<file path="src/common/mercc_params.svh">
// Register offsets, field positions, reset values and limits for the machine encoder check block.
`ifndef MERCC_PARAMS_SVH
`define MERCC_PARAMS_SVH
`define MERCC_OFF_SERVO_SPEC_WORD_ONE 8'h00
`define MERCC_OFF_FUNC4 8'h04
`define MERCC_OFF_NSW 8'h08
`define MERCC_OFF_SERVO_SPEC_WORD_TWO 8'h0c
`define MERCC_OFF_BASE 8'h10
`define MERCC_OFF_AUX 8'h14
`define MERCC_OFF_CREV 8'h18
`define MERCC_OFF_CPHI 8'h1c
`define MERCC_OFF_CPLO 8'h20
`define MERCC_OFF_CWID 8'h24
`define MERCC_OFF_CTRL 8'h28
`define MERCC_OFF_STAT 8'h2c
`define MERCC_OFF_CAPREV 8'h30
`define MERCC_OFF_CAPANG 8'h34
`define MERCC_OFF_CAPPOS 8'h38
`define MERCC_BIT_POLE 8
`define MERCC_BIT_SDIR 4
`define MERCC_BIT_NOSIG 7
`define MERCC_BIT_MARKS 7
`define MERCC_BIT_DCEN 3
`define MERCC_BIT_ARST 0
`define MERCC_BIT_INIT 1
`define MERCC_REG_RESET 16'h0000
`define MERCC_POLES_STD 10'h168
`define MERCC_POLES_HI 10'h2d0
`define MERCC_NOSIG_DEF_UM 16'h000f
`define MERCC_MARKS_STD 3'h4
`define MERCC_MARKS_RED 3'h3
`define MERCC_ERR_LIMIT 2'h3
`define MERCC_INTERVAL_SCALE 32'h0000_03e8
`define MERCC_MIN_RATIO 32'h0000_0004
`define MERCC_WID_SETUP 16'hffff
`define MERCC_WID_OFF 16'h7fff
`endif

</file>
<file path="src/common/mercc_pkg.sv">
// Types shared by the machine encoder check block.
package mercc_pkg;
  // Reference mark search states.
  typedef enum logic [1:0] {
    MERCC_IDLE = 2'b00,
    MERCC_SEARCH = 2'b01,
    MERCC_DONE = 2'b10,
    MERCC_FAIL = 2'b11
  } mercc_state_e;
  // Raw pins from the scale and battery circuit.
  typedef struct packed {
    logic index_mark;
    logic signal_ok;
    logic battery_low;
    logic mark_pass;
    logic mark_error;
  } mercc_pins_s;
  // Motor side absolute data and computed reference point, same clock.
  typedef struct packed {
    logic [31:0] ref_point_pos;
    logic [31:0] motor_point_pos;
    logic [15:0] motor_rev;
    logic [15:0] motor_angle;
    logic [15:0] motor_pos_lo;
  } mercc_motor_s;
  // Alarm and warning levels.
  typedef struct packed {
    logic alarm_21;
    logic alarm_42;
    logic alarm_37;
    logic alarm_9f;
    logic warn_a3;
  } mercc_alarm_s;
endpackage : mercc_pkg

</file>
<file path="src/rtl/mercc_top.sv">
// Machine side encoder configuration, no-signal alarm and distance-coded reference check.
// Overview of operation
// - Pole select bit picks 360 or 720.
// - Polarity bit inverts machine count sign.
// - Index mark fixes position; battery keeps it.
// - Alarm 37 until setup and restart.
// - Enable bit arms no-signal alarm 21.
// - Detection width; zero means 15 um.
// - Check four marks, or three if set.
// - Mark errors retry; third raises alarm 42.
// - Distance-coded handling needs enable bit.
// - Base times 1000 over aux: exact, >=4.
// - Reference off motor position: alarm 42.
// - Zero width means base interval over four.
// - Width -1 enters setup, exposes captures.
// - Warning A3 until reference return completes.
// - Width 32767 disables reference check.
// - Battery low gives alarm 9F, live swap.
`timescale 1ns/1ns
`default_nettype none
`include "mercc_params.svh"
module mercc_top
  import mercc_pkg::*;
(
  // APB slave.
  input wire logic pclk,
  input wire logic presetn,
  input wire logic psel,
  input wire logic penable,
  input wire logic pwrite,
  input wire logic [7:0] paddr,
  input wire logic [31:0] pwdata,
  output logic [31:0] prdata,
  output logic pready,
  output logic pslverr,
  // Pins from scale and battery, asynchronous.
  input wire mercc_pins_s pins,
  // Straps and requests from same-clock logic.
  input wire logic backup_valid,
  input wire logic ref_return_start,
  input wire logic [15:0] motor_step_um,
  input wire logic [15:0] machine_step,
  input wire mercc_motor_s motor,
  // Results.
  output logic [9:0] scale_poles,
  output logic [15:0] machine_step_out,
  output logic position_fixed,
  output logic ref_found,
  output logic alarm_event,
  output mercc_alarm_s alarms
);

  // Software parameter registers, as written.
  logic [15:0] servo_spec_word_one_ff;
  logic [15:0] servo_function_word_four_ff;
  logic [15:0] no_signal_special_width_ff;
  logic [15:0] servo_spec_word_two_ff;
  logic [15:0] base_mark_interval_ff;
  logic [15:0] auxiliary_mark_interval_ff;
  logic [15:0] check_revolution_count_ff;
  logic [15:0] check_position_high_ff;
  logic [15:0] check_position_low_ff;
  logic [15:0] check_allowed_width_ff;
  // Active copies of power-cycle parameters.
  logic [15:0] act_servo_spec_word_one_ff;
  logic [15:0] act_servo_spec_word_two_ff;
  logic [15:0] act_base_ff;
  logic [15:0] act_aux_ff;
  logic [15:0] act_width_ff;
  // Initialisation pending; forced by reset or software.
  logic init_pend_ff;
  // Pin synchronisers and filtered levels.
  logic [4:0] sync1_ff;
  logic [4:0] sync2_ff;
  logic [4:0] sync3_ff;
  logic [4:0] pin_lvl_ff;
  logic [4:0] pin_old_ff;
  // Captured values shown in setup mode.
  logic [15:0] captured_revolution_value_ff;
  logic [15:0] captured_angle_value_ff;
  logic [15:0] captured_machine_position_ff;
  // Alarm state.
  logic alarm21_ff;
  logic alarm42_ff;
  logic alarm37_ff;
  logic warn_a3_ff;
  logic fixed_ff;
  logic [15:0] lost_um_ff;
  logic [1:0] err_cnt_ff;
  logic [2:0] pass_cnt_ff;
  logic ref_found_ff;
  logic alarm_event_ff;
  logic [15:0] step_out_ff;
  mercc_state_e state_ff;
  mercc_state_e nxt_state;
  // Bus decode; the slave never waits.
  logic wr_en;
  logic rd_en;
  logic addr_hit;
  assign wr_en = psel & penable & pwrite;
  assign rd_en = psel & penable & ~pwrite;
  assign pready = 1'b1;
  // Control register strobes, one cycle long.
  logic alarm_reset;
  logic reinit;
  assign alarm_reset = wr_en & (paddr == `MERCC_OFF_CTRL) & pwdata[`MERCC_BIT_ARST];
  assign reinit = wr_en & (paddr == `MERCC_OFF_CTRL) & pwdata[`MERCC_BIT_INIT];
  // Parameter writes; stored at once, power-cycle ones used after initialisation.
  always_ff @(posedge pclk or negedge presetn) begin
    if (!presetn) begin
      servo_spec_word_one_ff <= `MERCC_REG_RESET;
      servo_function_word_four_ff <= `MERCC_REG_RESET;
      no_signal_special_width_ff <= `MERCC_REG_RESET;
      servo_spec_word_two_ff <= `MERCC_REG_RESET;
      base_mark_interval_ff <= `MERCC_REG_RESET;
      auxiliary_mark_interval_ff <= `MERCC_REG_RESET;
      check_revolution_count_ff <= `MERCC_REG_RESET;
      check_position_high_ff <= `MERCC_REG_RESET;
      check_position_low_ff <= `MERCC_REG_RESET;
      check_allowed_width_ff <= `MERCC_REG_RESET;
    end else if (wr_en) begin
      case (paddr)
        `MERCC_OFF_SERVO_SPEC_WORD_ONE: servo_spec_word_one_ff <= pwdata[15:0];
        `MERCC_OFF_FUNC4: servo_function_word_four_ff <= pwdata[15:0];
        `MERCC_OFF_NSW: no_signal_special_width_ff <= pwdata[15:0];
        `MERCC_OFF_SERVO_SPEC_WORD_TWO: servo_spec_word_two_ff <= pwdata[15:0];
        `MERCC_OFF_BASE: base_mark_interval_ff <= pwdata[15:0];
        `MERCC_OFF_AUX: auxiliary_mark_interval_ff <= pwdata[15:0];
        `MERCC_OFF_CREV: check_revolution_count_ff <= pwdata[15:0];
        `MERCC_OFF_CPHI: check_position_high_ff <= pwdata[15:0];
        `MERCC_OFF_CPLO: check_position_low_ff <= pwdata[15:0];
        `MERCC_OFF_CWID: check_allowed_width_ff <= pwdata[15:0];
        default: ;
      endcase
    end
  end

  // Power-cycle parameters are copied only while initialising, so a
  // running axis never sees its scale geometry change under it.
  always_ff @(posedge pclk or negedge presetn) begin
    if (!presetn) begin
      init_pend_ff <= 1'b1;
      act_servo_spec_word_one_ff <= `MERCC_REG_RESET;
      act_servo_spec_word_two_ff <= `MERCC_REG_RESET;
      act_base_ff <= `MERCC_REG_RESET;
      act_aux_ff <= `MERCC_REG_RESET;
      act_width_ff <= `MERCC_REG_RESET;
    end else begin
      init_pend_ff <= reinit;
      if (init_pend_ff) begin
        act_servo_spec_word_one_ff <= servo_spec_word_one_ff;
        act_servo_spec_word_two_ff <= servo_spec_word_two_ff;
        act_base_ff <= base_mark_interval_ff;
        act_aux_ff <= auxiliary_mark_interval_ff;
        act_width_ff <= check_allowed_width_ff;
      end
    end
  end

  // Three-stage synchroniser; a level counts once stages two and three agree.
  always_ff @(posedge pclk or negedge presetn) begin
    if (!presetn) begin
      sync1_ff <= 5'h00;
      sync2_ff <= 5'h00;
      sync3_ff <= 5'h00;
      pin_lvl_ff <= 5'h00;
      pin_old_ff <= 5'h00;
    end else begin
      sync1_ff <= pins;
      sync2_ff <= sync1_ff;
      sync3_ff <= sync2_ff;
      pin_lvl_ff <= (~(sync2_ff ^ sync3_ff) & sync3_ff) | ((sync2_ff ^ sync3_ff) & pin_lvl_ff);
      pin_old_ff <= pin_lvl_ff;
    end
  end

  // Filtered levels and rising edges, in struct order.
  mercc_pins_s lvl;
  mercc_pins_s rise;
  assign lvl = pin_lvl_ff;
  assign rise = pin_lvl_ff & ~pin_old_ff;
  // Scale geometry and polarity from the active copy.
  always_ff @(posedge pclk or negedge presetn) begin
    if (!presetn) begin
      step_out_ff <= 16'h0000;
    end else if (act_servo_spec_word_one_ff[`MERCC_BIT_SDIR]) begin
      step_out_ff <= 16'(~machine_step + 16'h0001);
    end else begin
      step_out_ff <= machine_step;
    end
  end
  assign scale_poles = act_servo_spec_word_one_ff[`MERCC_BIT_POLE] ? `MERCC_POLES_HI : `MERCC_POLES_STD;
  assign machine_step_out = step_out_ff;
  // Absolute position within a rotation; the battery strap carries it over
  // power-off, so alarm 37 can only leave at an initialisation.
  always_ff @(posedge pclk or negedge presetn) begin
    if (!presetn) begin
      fixed_ff <= 1'b0;
      alarm37_ff <= 1'b1;
    end else begin
      fixed_ff <= fixed_ff | rise.index_mark | (init_pend_ff & backup_valid);
      if (init_pend_ff) begin
        alarm37_ff <= ~(backup_valid | fixed_ff);
      end
    end
  end
  assign position_fixed = fixed_ff;
  // No-signal travel: motion counted while the scale is silent.
  logic [15:0] nosig_width;
  logic [15:0] step_abs;
  logic [16:0] lost_sum;
  logic nosig_cause;
  assign nosig_width = (no_signal_special_width_ff == 16'h0000) ? `MERCC_NOSIG_DEF_UM
                       : {1'b0, no_signal_special_width_ff[14:0]};
  assign step_abs = motor_step_um[15] ? 16'(~motor_step_um + 16'h0001) : motor_step_um;
  assign lost_sum = {1'b0, lost_um_ff} + {1'b0, step_abs};
  assign nosig_cause = servo_function_word_four_ff[`MERCC_BIT_NOSIG] & ~lvl.signal_ok
                       & (lost_um_ff >= nosig_width);
  // Distance accumulator saturates rather than wrapping back below the width.
  always_ff @(posedge pclk or negedge presetn) begin
    if (!presetn) begin
      lost_um_ff <= 16'h0000;
    end else if (lvl.signal_ok || !servo_function_word_four_ff[`MERCC_BIT_NOSIG]) begin
      lost_um_ff <= 16'h0000;
    end else begin
      lost_um_ff <= lost_sum[16] ? 16'hffff : lost_sum[15:0];
    end
  end

  // Distance-coded connection test and check width.
  logic [31:0] base_scaled;
  logic [31:0] aux_wide;
  logic dc_connected;
  logic dc_active;
  logic setup_mode;
  logic check_on;
  logic [31:0] check_width;
  logic [31:0] pos_diff;
  logic [31:0] pos_abs;
  logic [2:0] marks_needed;
  assign base_scaled = 32'({16'h0000, act_base_ff} * `MERCC_INTERVAL_SCALE);
  assign aux_wide = {16'h0000, act_aux_ff};
  assign dc_connected = (aux_wide != 32'h0000_0000) && (base_scaled % aux_wide == 32'h0000_0000)
                        && (base_scaled >= 32'(aux_wide * `MERCC_MIN_RATIO));
  assign dc_active = act_servo_spec_word_two_ff[`MERCC_BIT_DCEN] & dc_connected;
  assign setup_mode = dc_active & (act_width_ff == `MERCC_WID_SETUP);
  assign check_on = dc_active & ~setup_mode & (act_width_ff != `MERCC_WID_OFF);
  assign check_width = (act_width_ff == 16'h0000) ? {18'h00000, act_base_ff[15:2]}
                       : {16'h0000, act_width_ff};
  assign pos_diff = 32'(motor.ref_point_pos - motor.motor_point_pos);
  assign pos_abs = pos_diff[31] ? 32'(~pos_diff + 32'h0000_0001) : pos_diff;
  assign marks_needed = act_servo_spec_word_two_ff[`MERCC_BIT_MARKS] ? `MERCC_MARKS_RED : `MERCC_MARKS_STD;
  // Search outcome terms.
  logic marks_complete;
  logic err_limit;
  logic check_fail;
  assign marks_complete = rise.mark_pass & (pass_cnt_ff + 3'h1 >= marks_needed);
  assign err_limit = rise.mark_error & (err_cnt_ff + 2'h1 == `MERCC_ERR_LIMIT);
  assign check_fail = check_on & (pos_abs > check_width);
  // Reference mark search sequence.
  always_comb begin
    nxt_state = state_ff;
    case (state_ff)
      MERCC_IDLE: begin
        if (ref_return_start && dc_active) begin
          nxt_state = MERCC_SEARCH;
        end
      end
      MERCC_SEARCH: begin
        // An error retries at the next mark; only the limit ends the search.
        if (err_limit) begin
          nxt_state = MERCC_FAIL;
        end else if (marks_complete) begin
          nxt_state = check_fail ? MERCC_FAIL : MERCC_DONE;
        end
      end
      MERCC_DONE, MERCC_FAIL: begin
        if (ref_return_start && dc_active) begin
          nxt_state = MERCC_SEARCH;
        end
      end
      default: nxt_state = MERCC_IDLE;
    endcase
  end

  // State, counters and found pulse.
  always_ff @(posedge pclk or negedge presetn) begin
    if (!presetn) begin
      state_ff <= MERCC_IDLE;
      pass_cnt_ff <= 3'h0;
      err_cnt_ff <= 2'h0;
      ref_found_ff <= 1'b0;
    end else begin
      state_ff <= init_pend_ff ? MERCC_IDLE : nxt_state;
      ref_found_ff <= (state_ff == MERCC_SEARCH) && (nxt_state == MERCC_DONE);
      if (state_ff != MERCC_SEARCH) begin
        pass_cnt_ff <= 3'h0;
      end else if (rise.mark_pass && !rise.mark_error) begin
        pass_cnt_ff <= pass_cnt_ff + 3'h1;
      end
      // Errors add up over retries until software resets the alarm.
      if (alarm_reset || init_pend_ff) begin
        err_cnt_ff <= 2'h0;
      end else if (state_ff == MERCC_SEARCH && rise.mark_error && err_cnt_ff != `MERCC_ERR_LIMIT) begin
        err_cnt_ff <= err_cnt_ff + 2'h1;
      end
    end
  end
  assign ref_found = ref_found_ff;
  // Captured motor values at the found reference, for setup readout.
  always_ff @(posedge pclk or negedge presetn) begin
    if (!presetn) begin
      captured_revolution_value_ff <= 16'h0000;
      captured_angle_value_ff <= 16'h0000;
      captured_machine_position_ff <= 16'h0000;
    end else if (setup_mode && state_ff == MERCC_SEARCH && nxt_state == MERCC_DONE) begin
      captured_revolution_value_ff <= motor.motor_rev;
      captured_angle_value_ff <= motor.motor_angle;
      captured_machine_position_ff <= motor.motor_pos_lo;
    end
  end

  // Sticky alarms: a new cause wins over a reset in the same cycle, except for alarm 42 when it is already set.
  logic set21;
  logic set42;
  assign set21 = nosig_cause & ~alarm21_ff;
  assign set42 = (state_ff == MERCC_SEARCH) & (nxt_state == MERCC_FAIL) & ~alarm42_ff;
  always_ff @(posedge pclk or negedge presetn) begin
    if (!presetn) begin
      alarm21_ff <= 1'b0;
      alarm42_ff <= 1'b0;
      alarm_event_ff <= 1'b0;
    end else begin
      alarm21_ff <= nosig_cause | (alarm21_ff & ~alarm_reset);
      alarm42_ff <= set42 | (alarm42_ff & ~alarm_reset);
      alarm_event_ff <= set21 | set42;
    end
  end
  assign alarm_event = alarm_event_ff;
  // Setup warning holds until a reference return completes.
  always_ff @(posedge pclk or negedge presetn) begin
    if (!presetn) begin
      warn_a3_ff <= 1'b0;
    end else if (init_pend_ff) begin
      warn_a3_ff <= 1'b0;
    end else if (setup_mode && state_ff == MERCC_SEARCH && nxt_state == MERCC_DONE) begin
      warn_a3_ff <= 1'b0;
    end else if (setup_mode && state_ff == MERCC_IDLE) begin
      warn_a3_ff <= 1'b1;
    end
  end

  // Battery alarm follows the pin; replacement under power keeps position.
  assign alarms.alarm_21 = alarm21_ff;
  assign alarms.alarm_42 = alarm42_ff;
  assign alarms.alarm_37 = alarm37_ff;
  assign alarms.alarm_9f = lvl.battery_low;
  assign alarms.warn_a3 = warn_a3_ff;
  // Status word layout.
  logic [15:0] status_word;
  assign status_word = {4'h0, err_cnt_ff, dc_active, setup_mode, ref_found_ff, dc_connected,
                        fixed_ff, warn_a3_ff, lvl.battery_low, alarm37_ff, alarm42_ff, alarm21_ff};
  // Read mux; unmapped addresses answer with an error and zero data.
  logic [15:0] rd_word;
  always_comb begin
    rd_word = 16'h0000;
    addr_hit = 1'b1;
    case (paddr)
      `MERCC_OFF_SERVO_SPEC_WORD_ONE: rd_word = servo_spec_word_one_ff;
      `MERCC_OFF_FUNC4: rd_word = servo_function_word_four_ff;
      `MERCC_OFF_NSW: rd_word = no_signal_special_width_ff;
      `MERCC_OFF_SERVO_SPEC_WORD_TWO: rd_word = servo_spec_word_two_ff;
      `MERCC_OFF_BASE: rd_word = base_mark_interval_ff;
      `MERCC_OFF_AUX: rd_word = auxiliary_mark_interval_ff;
      `MERCC_OFF_CREV: rd_word = check_revolution_count_ff;
      `MERCC_OFF_CPHI: rd_word = check_position_high_ff;
      `MERCC_OFF_CPLO: rd_word = check_position_low_ff;
      `MERCC_OFF_CWID: rd_word = check_allowed_width_ff;
      `MERCC_OFF_CTRL: rd_word = 16'h0000;
      `MERCC_OFF_STAT: rd_word = status_word;
      // Captures read as zero outside setup mode.
      `MERCC_OFF_CAPREV: rd_word = setup_mode ? captured_revolution_value_ff : 16'h0000;
      `MERCC_OFF_CAPANG: rd_word = setup_mode ? captured_angle_value_ff : 16'h0000;
      `MERCC_OFF_CAPPOS: rd_word = setup_mode ? captured_machine_position_ff : 16'h0000;
      default: addr_hit = 1'b0;
    endcase
  end
  assign prdata = rd_en ? {16'h0000, rd_word} : 32'h0000_0000;
  assign pslverr = psel & penable & ~addr_hit;
endmodule : mercc_top
`default_nettype wire

</file>
<file path="config.mk">
export PLATFORM = sky130hd
export DESIGN_NAME = mercc_top
export DESIGN_NICKNAME = d
export VERILOG_FILES = /design/src/common/mercc_pkg.sv /design/src/rtl/mercc_top.sv
export VERILOG_INCLUDE_DIRS = /design/src /design/src/common
export SDC_FILE = /design/constraint.sdc
export NUM_CORES = 2
export LEC_CHECK = 0
export BUFFER_PORTS_ARGS = -buffer_cell sky130_fd_sc_hd__buf_2
export CAP_MARGIN = 20
export CORE_UTILIZATION = 55
export DETAILED_ROUTE_END_ITERATION = 8
export PLACE_DENSITY = 0.73
export SETUP_SLACK_MARGIN = 0.2
export SYNTH_ARGS = -nofsm -noshare
export SYNTH_HDL_FRONTEND = slang
export SYNTH_SLANG_ARGS = --single-unit
</file>
<file path="constraint.sdc">
create_clock -name pclk -period 124.5 [get_ports pclk]
set_clock_uncertainty 0.1 [all_clocks]
set_input_delay 24.9 -clock pclk [delete_from_list [all_inputs] [get_ports pclk]]
set_output_delay 24.9 -clock pclk [all_outputs]
set_load 0.02 [all_outputs]
</file>
==> impl_summary.md <==
Clock network
The source-to-sink clock delay at the later pin of the worst-skew pair is 580 ps. The cell sitting at the root of the clock tree is a clkbuf_16. The number of buffers created by CTS is 36. The maximum clock path buffer count is 3. After clock tree synthesis, the clock-pin slew on the worst setup and hold paths is 60 ps. The number of clock sinks seen by CTS is 330. The TritonCTS clock tree is done. The number of levels in the clock H-tree is 2. In this run, post-CTS hold repair placed 0 buffers.

Timing
The hold violation count in the final report came to 0. The share of the cycle needed by the critical path after routing is 95.59%. The actual transition at the worst max-transition pin is 1224 ps. Setup slack closes at 5495 ps. The final count of pins violating max slew is 0. The final critical delay including setup and external delays is 119000 ps. The count of endpoints failing setup in the final report is 0. Headroom to the max-slew limit came out at 18.17%. Derived from the worst setup path, the maximum achievable clock frequency is 8.403 MHz.

Setup path
In this design, the stage delay of the slowest critical-path cell is 630 ps. The kind of start point of the critical path is a register. The capture instance of the worst register-to-register path is captured_revolution_value_ff[3]. In this design, the largest share of critical-path delay is due to compound AO/OA/AOI/OAI gates. The startpoint identified for the worst register-to-register timing path is act_aux_ff[11]. Of all nets on the critical path, the largest fanout is 30.

The critical path in this run is classified as register to output port. The required time at the endpoint of the critical path is 99500 ps. The cell that appears most often on the critical path is o21a_1. STA classifies the critical path endpoint as an output port. The worst path arrival time is 94000 ps. The critical path buffer and inverter count is 20. The worst register-to-register path has a setup slack of 30010 ps. Counting cells, the worst reg-to-reg path comes to 414.

Among all stages on the critical path, the largest delay is contributed by or4_4.

Min path
In this run the most critical hold path is launched from sync1_ff[2]. The class of the tightest hold or removal check is register to register. The sink of the worst hold path is sync2_ff[2]. The number of instances on the worst hold path is 0.

Floorplanning
For this design the top-level I/O count stands at 264. The die boundary width is 288.2 µm. The core footprint is 80810 µm².

The die covers 83040 µm². The number of placement rows is 104. The floorplan step set the die height to 288.2 µm. The effective utilization at floorplan is 55.74%.

Logic synthesis
The most used flip-flop cell after synthesis is dfrtp_1. In the synthesized netlist, the number of instances is 5446. The area share of the largest cell type after synthesis is 18.22%. The total number of yosys warnings is 0. In the synthesized netlist the async set-or-reset flop fraction comes to 100.0%. For this run, the register share of the synthesized area comes to 18.34%.

In the post-synthesis netlist, the biggest area contributors are dfrtp_1, ha_1, mux2_2. Sorting the synthesized cells by how often they occur yields ha_1, nand2_1, nor2_1. The cell type contributing the most total cell area after synthesis is dfrtp_1. The total of flip-flops plus latches after synthesis is 330.

The cell area that synthesis handed to floorplanning was 45040 µm². The count of unique library cells instantiated by Yosys is 128. Yosys mapped a number of flops with a built-in enable equal to 0. The most frequently used cell type in the post-synthesis netlist is ha_1.

Averaged over all synthesized cells, the footprint is 8.270 µm².

Job
The tool flagged a number of max-cap violations equal to 0.

GRT
The first global-routing pass estimated 211200 µm of wire. The aggregate global routing overflow is 0. In the global route stage, overall resource usage came out at 31.08%. The number of global-route vias before repair came to 40563. The initial antenna violation count is 4. The pin count of the biggest net entering global routing is 103.

Status
The flow ran to the end, and the final reports show no timing, DRC or antenna violations.

Placement
The congestion estimate from routability-driven global placement came to 0.9849. Input and output buffers added on the ports amount to 226. The placed wire-length estimate is 102700 µm.

In this run, placement finished with an instance count of 6642. The setup slack at placement is -397.7 ps.

Cells and area
The final layout contains 6451 nets. Compared with the post-synthesis result, the final layout area differs by 9.148%. The footprint of the multi-input gates is 35330 µm².

Registers take 8265 µm². After filler insertion, the fill cell instance count of the layout stands at 7168. Once layout is complete, the utilization of the core stands at 60.84%. The share of layout cells above drive strength 1 is 14.65%. Excluding fillers, the count of instances in the completed layout stands at 6745.

Route
For this run, the detailed router's first-pass iteration total came to 8. The mean number of vias per cell is 6.360. The total number of vias is 42896. In the final routed layout, each cell accounts on average for 19.71 µm. The number of DRC markers in iteration 0 is 3371. Wires add up to 132900 µm. In the routed design, unresolved DRC markers number 0. The count of nets left with antenna violations once routing finished came out at 0.
cells by family (layout without fill, tap and decap cells):
logic type	count (synthesis)	in the layout	share of synthesized area, %
adders and majority gates	609	609	17.83
and+or+nand+nor	1688	1688	18.56
buffers and inverters	474	683	4.406
xor gates and xnor gates	320	320	6.239
DFF	330	330	18.34
muxes	355	355	8.809
other	2	31	0.01667
AOI/OAI and AO/OA	1668	1669	25.80
area by class of cell:
cell class | count | share of cell area, %
diodes | 4 | 0.02036
clock inverters | 15 | 0.3919
clock buffers | 51 | 2.008
inverters | 279 | 2.130
repair buffers | 338 | 4.080
well taps | 1060 | 2.698
multi-input cells | 4668 | 71.86
flip-flops and latches | 330 | 16.81
per-layer routing:
layer	vias up	wire length [µm]	GRT usage (%)
met2	1389	61750	52.81
met5	-	27	0
met3	270	8711	3.823
met1	20443	57590	40.61
met4	4	4860	10.85
li1	20790	-	-
cells in the final DEF, fill, tap and decap left out, drive strengths merged, types with 53 or more instances in the layout:
cell type / synthesis / layout
o21ai: 276 / 276
o211ai: 53 / 53
mux2: 312 / 312
xor2: 112 / 112
ha: 545 / 545
a21o: 135 / 135
nand2: 452 / 452
buf: 91 / 338
dfrtp: 328 / 328
xnor2: 208 / 208
inv: 279 / 283
fa: 57 / 57
nor2: 386 / 386
nor2b: 55 / 55
or3: 63 / 63
nand2b: 73 / 73
and3: 58 / 58
nand3: 94 / 94
a31oi: 55 / 55
o21a: 196 / 196
o31ai: 108 / 108
nor3: 240 / 240
a21oi: 356 / 356
repair_timing:
| item | CTS | global route |
|---|---|---|
| pin swaps | 0 | 13 |
| setup endpoints to repair | 16 | 16 |
| endpoints found under the hold margin | 0 | 0 |
| resized for setup | 8 | 86 |
| gates cloned | 0 | 1 |
| setup buffers | 0 | 30 |
worst max-delay path by stage:
stage / startpoint / end / slack [ps] / cells after the start
4_1_cts: act_aux_ff[0] / prdata[12] / 240 / 410
5_1_grt: act_aux_ff[0] / prdata[0] / -260 / 424
3_3_place_gp: act_aux_ff[15] / prdata[12] / 630 / 412
6_report: act_aux_ff[11] / prdata[12] / 5500 / 413
3_5_place_dp: act_aux_ff[15] / prdata[12] / -400 / 412
2_1_floorplan: act_aux_ff[0] / prdata[10] / 7630 / 450
stage by stage:
stage / instance area [µm²] / setup TNS (ps) / hold slack, ps
finish: 49160 / 0 / 247.5
global route: 49150 / -2848 / 251.2
global placement: 47300 / 0 / 232.7
detailed placement: 47300 / -4629 / 236.4
CTS: 48510 / 0 / 249.0
floorplan: 45130 / 0 / 231.2
Power is left out: the tool's default activity adds up to more than one toggle a clock period on the data nets, which glitch-free logic cannot reach.
